**src/logic/xfer_priv_pkg.sv**
```systemverilog
// shared constants for the control transfer privilege checker
package xfer_priv_pkg;
   localparam int PRIV_W = 2;
   localparam int OFFSET_W = 32;
   localparam int SEL_W = 16;
   localparam int SEL_RPL_LSB = 0;
   localparam int SEL_TI_BIT = 2;
   localparam logic [1:0] PRIV_MOST = 2'h0;
   localparam logic [1:0] PRIV_LEAST = 2'h3;
   localparam logic [15:0] RESET_CODE_SEL = 16'h0000;
   localparam logic [31:0] RESET_CODE_LIMIT = 32'hFFFF_FFFF;
   // interrupt status / mask bit positions
   localparam int IRQ_FAULT_BIT = 0;
   localparam int IRQ_DONE_BIT = 1;
   localparam int IRQ_W = 2;
   // register indices on the plain port
   localparam logic [3:0] REG_STATUS = 4'h0;
   localparam logic [3:0] REG_MASK = 4'h1;
   localparam logic [3:0] REG_CODE_SEL = 4'h2;
   localparam logic [3:0] REG_CODE_LIMIT = 4'h3;
   localparam logic [3:0] REG_PRIV = 4'h4;
   localparam logic [3:0] REG_FAULT_SEL = 4'h5;
   localparam logic [1:0] KIND_NEAR = 2'h0;
   localparam logic [1:0] KIND_FAR = 2'h1;
   localparam logic [1:0] KIND_RETURN = 2'h2;
   localparam logic [1:0] TABLE_GLOBAL = 2'h0;
   localparam logic [1:0] TABLE_LOCAL = 2'h1;
   localparam logic [1:0] TABLE_INTERRUPT = 2'h2;
endpackage

```
**src/logic/control_transfer_privilege_check.sv**
```systemverilog
// control transfer privilege checker: near limit, far direct and gated checks
//
// Strobed register access and the placing of the registers were decided locally.
`timescale 1ns/10ps
module control_transfer_privilege_check
   import xfer_priv_pkg::*;
(
   input wire logic clock,
   input wire logic srst,
   input wire logic reqValid,
   input wire logic [1:0] reqKind,
   input wire logic reqIsCall,
   input wire logic [OFFSET_W-1:0] reqOffset,
   input wire logic [SEL_W-1:0] reqSelector,
   input wire logic targetIsGate,
   input wire logic [1:0] gateTable,
   input wire logic [PRIV_W-1:0] gatePriv,
   input wire logic [SEL_W-1:0] gateSelector,
   input wire logic [OFFSET_W-1:0] gateOffset,
   input wire logic codeIsExecutable,
   input wire logic codeConforming,
   input wire logic [PRIV_W-1:0] codePriv,
   input wire logic [OFFSET_W-1:0] codeLimit,
   input wire logic regWrite,
   input wire logic regRead,
   input wire logic [3:0] regAddr,
   input wire logic [31:0] regWdata,
   output logic [31:0] regRdata,
   output logic doneValid,
   output logic doneFault,
   output logic [OFFSET_W-1:0] doneOffset,
   output logic [SEL_W-1:0] codeSelector,
   output logic [PRIV_W-1:0] currentPriv,
   output logic irq
);

   // ------------------------------------------------------------
   // privilege helpers
   // ------------------------------------------------------------
   function automatic logic [PRIV_W-1:0] maxPriv(
      input logic [PRIV_W-1:0] a,
      input logic [PRIV_W-1:0] b);
      maxPriv = (a > b) ? a : b;
   endfunction

   function automatic logic directOk(
      input logic [PRIV_W-1:0] cur,
      input logic [PRIV_W-1:0] dst,
      input logic conf);
      directOk = (dst == cur) || (conf && dst < cur);
   endfunction

   function automatic logic atMost(
      input logic [PRIV_W-1:0] a,
      input logic [PRIV_W-1:0] b);
      atMost = (a <= b);
   endfunction

   // level field sits in the low bits of every selector
   function automatic logic [PRIV_W-1:0] levelOf(
      input logic [SEL_W-1:0] sel);
      levelOf = sel[SEL_RPL_LSB +: PRIV_W];
   endfunction

   // ------------------------------------------------------------
   // state
   // ------------------------------------------------------------
   typedef struct packed {
      logic [SEL_W-1:0] codeSel;
      logic [OFFSET_W-1:0] codeLim;
      // level of the running descriptor, kept apart from the current one
      logic [PRIV_W-1:0] execPriv;
      logic [IRQ_W-1:0] status;
      logic [IRQ_W-1:0] mask;
      logic [SEL_W-1:0] faultSel;
      logic [31:0] rdata;
      logic done;
      logic fault;
      logic [OFFSET_W-1:0] offset;
   } state_t;

   state_t cur;
   state_t next_s;

   // request decode
   logic isFar;
   logic [PRIV_W-1:0] reqLevel;
   logic [PRIV_W-1:0] curLevel;
   logic [PRIV_W-1:0] weakLevel;
   // gated path
   logic tableOk;
   logic gateLevelOk;
   logic sameLevel;
   logic notOutward;
   logic targetLevelOk;
   logic gateOk;
   // direct path
   logic directLevelOk;
   // limits and verdict
   logic farLimitOk;
   logic nearLimitOk;
   logic farOk;
   logic passOk;
   logic [SEL_W-1:0] destSel;
   logic [OFFSET_W-1:0] destOff;
   logic [PRIV_W-1:0] landLevel;
   logic [SEL_W-1:0] landSel;
   logic [IRQ_W-1:0] events;

   // ------------------------------------------------------------
   // register read decode
   // ------------------------------------------------------------
   // unmapped indices read as zero so software can probe safely
   function automatic logic [31:0] readWord(
      input logic [3:0] addr,
      input state_t s);
      readWord = 32'h0000_0000;
      unique case (addr)
         REG_STATUS: readWord = {30'h0000_0000, s.status};
         REG_MASK: readWord = {30'h0000_0000, s.mask};
         REG_CODE_SEL: readWord = {16'h0000, s.codeSel};
         REG_CODE_LIMIT: readWord = s.codeLim;
         REG_PRIV: readWord = {28'h000_0000, s.execPriv, levelOf(s.codeSel)};
         REG_FAULT_SEL: readWord = {16'h0000, s.faultSel};
         default: readWord = 32'h0000_0000;
      endcase
   endfunction

   // ------------------------------------------------------------
   // request decode
   // ------------------------------------------------------------
   // return and the spare kind code are near transfers
   always_comb begin
      isFar = (reqKind == KIND_FAR);
      curLevel = levelOf(cur.codeSel);
      reqLevel = levelOf(reqSelector);
      weakLevel = maxPriv(curLevel, reqLevel);
   end

   // ------------------------------------------------------------
   // gated check
   // ------------------------------------------------------------
   // a gate fetched through the interrupt table, or through the
   // unused table code, is never a legal call gate
   always_comb begin
      tableOk = 1'b0;
      unique case (gateTable)
         TABLE_GLOBAL: tableOk = 1'b1;
         TABLE_LOCAL: tableOk = 1'b1;
         TABLE_INTERRUPT: tableOk = 1'b0;
         default: tableOk = 1'b0;
      endcase
   end

   always_comb begin
      // the weaker of caller and selector must still reach the gate
      gateLevelOk = atMost(weakLevel, gatePriv);
      sameLevel = (codePriv == curLevel);
      notOutward = atMost(codePriv, curLevel);
      // only a call, or a jump into conforming code, may move inward;
      // nothing through a gate may move outward
      if (!reqIsCall && !codeConforming) begin
         targetLevelOk = sameLevel;
      end else begin
         targetLevelOk = notOutward;
      end
      gateOk = tableOk && gateLevelOk && targetLevelOk;
   end

   // ------------------------------------------------------------
   // direct check
   // ------------------------------------------------------------
   always_comb begin
      directLevelOk = directOk(curLevel, codePriv, codeConforming);
   end

   // ------------------------------------------------------------
   // destination and limits
   // ------------------------------------------------------------
   // the instruction offset is dropped on a gated transfer
   always_comb begin
      destSel = targetIsGate ? gateSelector : reqSelector;
      destOff = targetIsGate ? gateOffset : reqOffset;
      // new segment limit arrives with its fetched descriptor
      farLimitOk = (destOff <= codeLimit);
      // cached limit: a near check waits on no fetch
      nearLimitOk = (reqOffset <= cur.codeLim);
   end

   // ------------------------------------------------------------
   // verdict
   // ------------------------------------------------------------
   always_comb begin
      // a non-executable target faults whatever its levels
      farOk = 1'b0;
      if (codeIsExecutable) begin
         if (targetIsGate) begin
            farOk = gateOk;
         end else begin
            farOk = directLevelOk;
         end
      end
      if (isFar) begin
         passOk = farOk && farLimitOk;
      end else begin
         // no level check at all on a near transfer
         passOk = nearLimitOk;
      end
   end

   // ------------------------------------------------------------
   // landing selector
   // ------------------------------------------------------------
   // a conforming target runs at the caller's level, so the
   // selector's own level bits are not taken over
   always_comb begin
      if (codeConforming) begin
         landLevel = curLevel;
      end else begin
         landLevel = codePriv;
      end
      landSel = {destSel[SEL_W-1:PRIV_W], landLevel};
   end

   // ------------------------------------------------------------
   // next state
   // ------------------------------------------------------------
   always_comb begin
      next_s = cur;
      next_s.done = 1'b0;
      next_s.rdata = 32'h0000_0000;
      events = '0;
      if (reqValid) begin
         next_s.done = 1'b1;
         next_s.fault = !passOk;
         next_s.offset = isFar ? destOff : reqOffset;
         events[IRQ_DONE_BIT] = 1'b1;
         if (!passOk) begin
            // code selector left alone on a fault
            events[IRQ_FAULT_BIT] = 1'b1;
            next_s.faultSel = destSel;
         end else if (isFar) begin
            next_s.codeLim = codeLimit;
            // may differ from the current level only when conforming
            next_s.execPriv = codePriv;
            next_s.codeSel = landSel;
         end
      end
      if (regWrite) begin
         unique case (regAddr)
            REG_STATUS: next_s.status = cur.status & ~regWdata[IRQ_W-1:0];
            REG_MASK: next_s.mask = regWdata[IRQ_W-1:0];
            default: ;
         endcase
      end
      // set wins over write-one-to-clear
      next_s.status = next_s.status | events;
      if (regRead) begin
         next_s.rdata = readWord(regAddr, cur);
      end
   end

   // ------------------------------------------------------------
   // state register
   // ------------------------------------------------------------
   // the core comes out of reset at the most privileged level
   always_ff @(posedge clock) begin
      if (srst) begin
         cur <= '0;
         cur.codeSel <= RESET_CODE_SEL;
         cur.codeLim <= RESET_CODE_LIMIT;
         cur.execPriv <= PRIV_MOST;
      end else begin
         cur <= next_s;
      end
   end

   // ------------------------------------------------------------
   // outputs
   // ------------------------------------------------------------
   // fault only means something while the answer stands
   assign regRdata = cur.rdata;
   assign doneValid = cur.done;
   assign doneFault = cur.fault & cur.done;
   assign doneOffset = cur.offset;
   assign codeSelector = cur.codeSel;
   assign currentPriv = levelOf(cur.codeSel);
   assign irq = |(cur.status & cur.mask);

endmodule // control_transfer_privilege_check

```
**config.mk**
```make
export PLATFORM = sky130hd
export DESIGN_NAME = control_transfer_privilege_check
export DESIGN_NICKNAME = d
export VERILOG_FILES = /design/src/logic/xfer_priv_pkg.sv /design/src/logic/control_transfer_privilege_check.sv
export SDC_FILE = /design/constraint.sdc
export NUM_CORES = 1
export LEC_CHECK = 0
export BUFFER_PORTS_ARGS = -buffer_cell sky130_fd_sc_hd__buf_2
export CAP_MARGIN = 10
export CORE_MARGIN = 4
export CORE_UTILIZATION = 55
export DETAILED_ROUTE_END_ITERATION = 16
export PLACE_DENSITY = 0.85
export RECOVER_POWER = 100
export SLEW_MARGIN = 0
export SYNTH_ARGS = -nofsm -noshare
export SYNTH_HDL_FRONTEND = slang
export SYNTH_SLANG_ARGS = --single-unit
```
**constraint.sdc**
```tcl
create_clock -name clock -period 8.7 [get_ports clock]
set_input_delay 0.435 -clock clock [delete_from_list [all_inputs] [get_ports clock]]
set_output_delay 0.435 -clock clock [all_outputs]
set_load 0.05 [all_outputs]
```
==> flow_summary.json <==
{
  "cts_setup_buffers": 0,
  "grt_max_degree": 77,
  "avgSynthCellArea_um2": 8.584,
  "final_cell_count_no_fill": 1299,
  "violations": "capacitance limit, slew limit",
  "yosysSeqAreaShare_pct": 32.33,
  "vias": 7377,
  "fillers": 1321,
  "htreeDepth": 4,
  "coreArea_mm2": 0.01475,
  "routed_wl_um": 23180,
  "dp_hpwl_um": 16840,
  "synthTopCellsByCount": "dfxtp_1 (136), nor2_1 (104), buf_4 (82)",
  "cts_num_sinks": 136,
  "cp.required_ps": 9010,
  "final_core_util_pct": 64.09,
  "crit_type": "input port to flop",
  "ys_warn_count": 0,
  "ctsRootBufferMaster": "clkbuf_16",
  "cts_resized": 0,
  "status": "complete, but fails checks",
  "end_kind": "flop",
  "tightest_slew_ps": 2958,
  "grt_usage_pct": 25.99,
  "layout_setup_ws_ps": 2296,
  "pre_cts_ws_ps": 3354,
  "route.detailed.drc": 0,
  "ys.flop_type": "dfxtp_1",
  "power.internal_uw": 1123,
  "die_w_um": 131.7,
  "die_area_mm2": 0.01735,
  "synth_area_leaders": "dfxtp_1 (32%), ha_1 (11%), buf_4 (7.3%), mux2_2 (7.2%), nor2b_1 (4.8%)",
  "clock_path_buffers": 2,
  "drv_cap": 4,
  "whs_ps": 284.0,
  "rsz0062_at_grt": "no",
  "tns_ps": 0,
  "cts_tree": "yes",
  "diodes": 0,
  "combPwrFrac_pct": 16.5,
  "syn_nets": 1233,
  "clkTransAtPathRegs_ps": 60,
  "cpPeakStageDelay_ps": 1450,
  "first_iter_violations": 624,
  "netlist_area_mm2": 0.008421,
  "crit_arrival_ps": 6710,
  "start_util_pct": 57.07,
  "p_clk_share_pct": 43.5,
  "drv_slew": 153,
  "slew_headroom_pct": -97.23,
  "crit_fanout": 50,
  "yosysMostFrequentCell": "dfxtp_1",
  "synthCells": 981,
  "p_sw_uw": 500.3,
  "synth_edf_count": 0,
  "synth-seq-cells": 136,
  "crit_path_cell_trace": "clkbuf_1, clkbuf_1, mux2_2, ha_1, nor2b_1, o211ai_1, a2111oi_0, o41a_1, o31a_1, buf_4, or2_2, mux2_2",
  "power_leakage_uw": 0.004490,
  "rows": 44,
  "seqPwrFrac_pct": 40.0,
  "r2r_setup_slack_ps": 4090,
  "timing.fmax_mhz": 156.2,
  "die_height_um": 131.7,
  "drive_above_1_share_pct": 21.79,
  "grt-ovfl-total": 0,
  "drtPass1Iterations": 5,
  "grt_pass1_vias": 7284,
  "avgViaCountPerCell": 5.679,
  "yosysTopAreaCellShare_pct": 32.33,
  "skew_ps": 11.73,
  "slowest_stage": "clkbuf_1",
  "place_inst": 1267,
  "finalCritPeriodShare_pct": 73.61,
  "layout.nets": 1354,
  "synth.distinct_cells": 51,
  "start_kind": "input port",
  "vdd.ir_drop.worst_v": 0.0001200,
  "finalSetupViolCount": 0,
  "finalHoldViolations": 0,
  "p_per_area_mw_per_mm2": 171.6,
  "swShare_pct": 30.83,
  "gp_congestion": 0.9072,
  "hold_buffers": 0,
  "grt_pass1_wl_um": 37070,
  "io_buffers": 234,
  "hp-class": "input port to flop",
  "antenna_found_initial": 0,
  "drt.antenna.violating_nets": 0,
  "synth_top_area_cell": "dfxtp_1",
  "area_delta_synth_final_pct": 12.29,
  "wire_per_inst_um": 17.84,
  "io-pin-count": 266,
  "clk_latency_ps": 430,
  "async_flop_share_pct": 0,
  "fin_crit_ps": 6404,
  "cts_buffers": 17
}
## worst paths after layout
path                                              startpoint  cells after the start                           end
worst max-delay path                            targetIsGate                     12  codeSelector[4]$_SDFFE_PP0P_
worst min register to register          cur[67]$_SDFFE_PP0P_                      2          cur[67]$_SDFFE_PP0P_
worst min-delay path                             regWdata[1]                      3          cur[83]$_SDFFE_PP0P_
worst max register to register  codeSelector[0]$_SDFFE_PP0P_                     13  codeSelector[4]$_SDFFE_PP0P_
## metal layers
metal	vias to the layer above	wire, µm	track usage (%)
li1	3565	-	-
met1	3420	9882	34.08
met2	352	10760	41.52
met3	40	2028	6.870
met4	0	509	9.160
met5	-	0	0
## placed cells by master, fill, tap and decap left out, types with 16 or more instances in the layout
| cell type | synthesis | final |
|---|---|---|
| dfxtp_1 | 136 | 136 |
| nor2b_1 | 65 | 64 |
| nand4_1 | 16 | 16 |
| a21oi_1 | 25 | 25 |
| mux2i_1 | 19 | 19 |
| o211ai_1 | 38 | 38 |
| nor2_1 | 104 | 104 |
| nand2_1 | 26 | 26 |
| clkbuf_1 | 48 | 91 |
| clkbuf_16 | 0 | 17 |
| o21ai_0 | 43 | 43 |
| ha_1 | 71 | 71 |
| nor3_1 | 35 | 35 |
| o21a_1 | 33 | 33 |
| inv_1 | 76 | 74 |
| buf_2 | 0 | 145 |
| mux2_2 | 54 | 53 |
## per-stage QoR
step / total power, µW / instance area, µm²
after floorplan: 856.1 / 8421
after detailed placement: 929.7 / 9022
final: 1623 / 9455
after global routing: 1685 / 9455
after CTS: 1633 / 9602
after global placement: 923.5 / 9022
## final cells by class
| cell class | instances | area, µm² | share of cell area, % |
|---|---|---|---|
| multi-input combinational | 629 | 4526 | 47.86 |
| sequential | 136 | 2723 | 28.79 |
| clock buffer | 17 | 425.4 | 4.499 |
| clock inverter | 15 | 153.9 | 1.628 |
| timing repair buffer | 242 | 1112 | 11.76 |
| tap | 184 | 230.2 | 2.435 |
| inverter | 76 | 285.3 | 3.017 |
## registers in the layout (all words and copies together), names as in the netlist
register / count
doneValid: 1
doneOffset: 32
cur: 55
codeSelector: 16
regRdata: 32
## power by group through the flow
stage	logic [µW]	registers [µW]	clock network (µW)
2_1_floorplan	195	661	0
4_1_cts	270	649	714
3_5_place_dp	267	663	0
6_report	267	649	706
3_3_place_gp	261	662	0
5_1_grt	292	651	742
## cells by family after synthesis
logic type,after synthesis,synth area share [%]
simple gates,290,17.22
buf+inv,216,13.83
compound gates,187,15.28
flops,136,32.33
mux,80,10.68
fa+ha+maj,71,10.55
xor+xnor,1,0.1040
## worst max-delay path: cells and delay by family
family / cells / cell delay, ps
buffers and inverters: 3 / 2810
multiplexers: 2 / 890
adder cells (fa/ha/maj): 1 / 290
AND/OR/NAND/NOR: 2 / 1070
AO/OA/AOI/OAI: 4 / 1120
(Power assumes the default switching activity.)
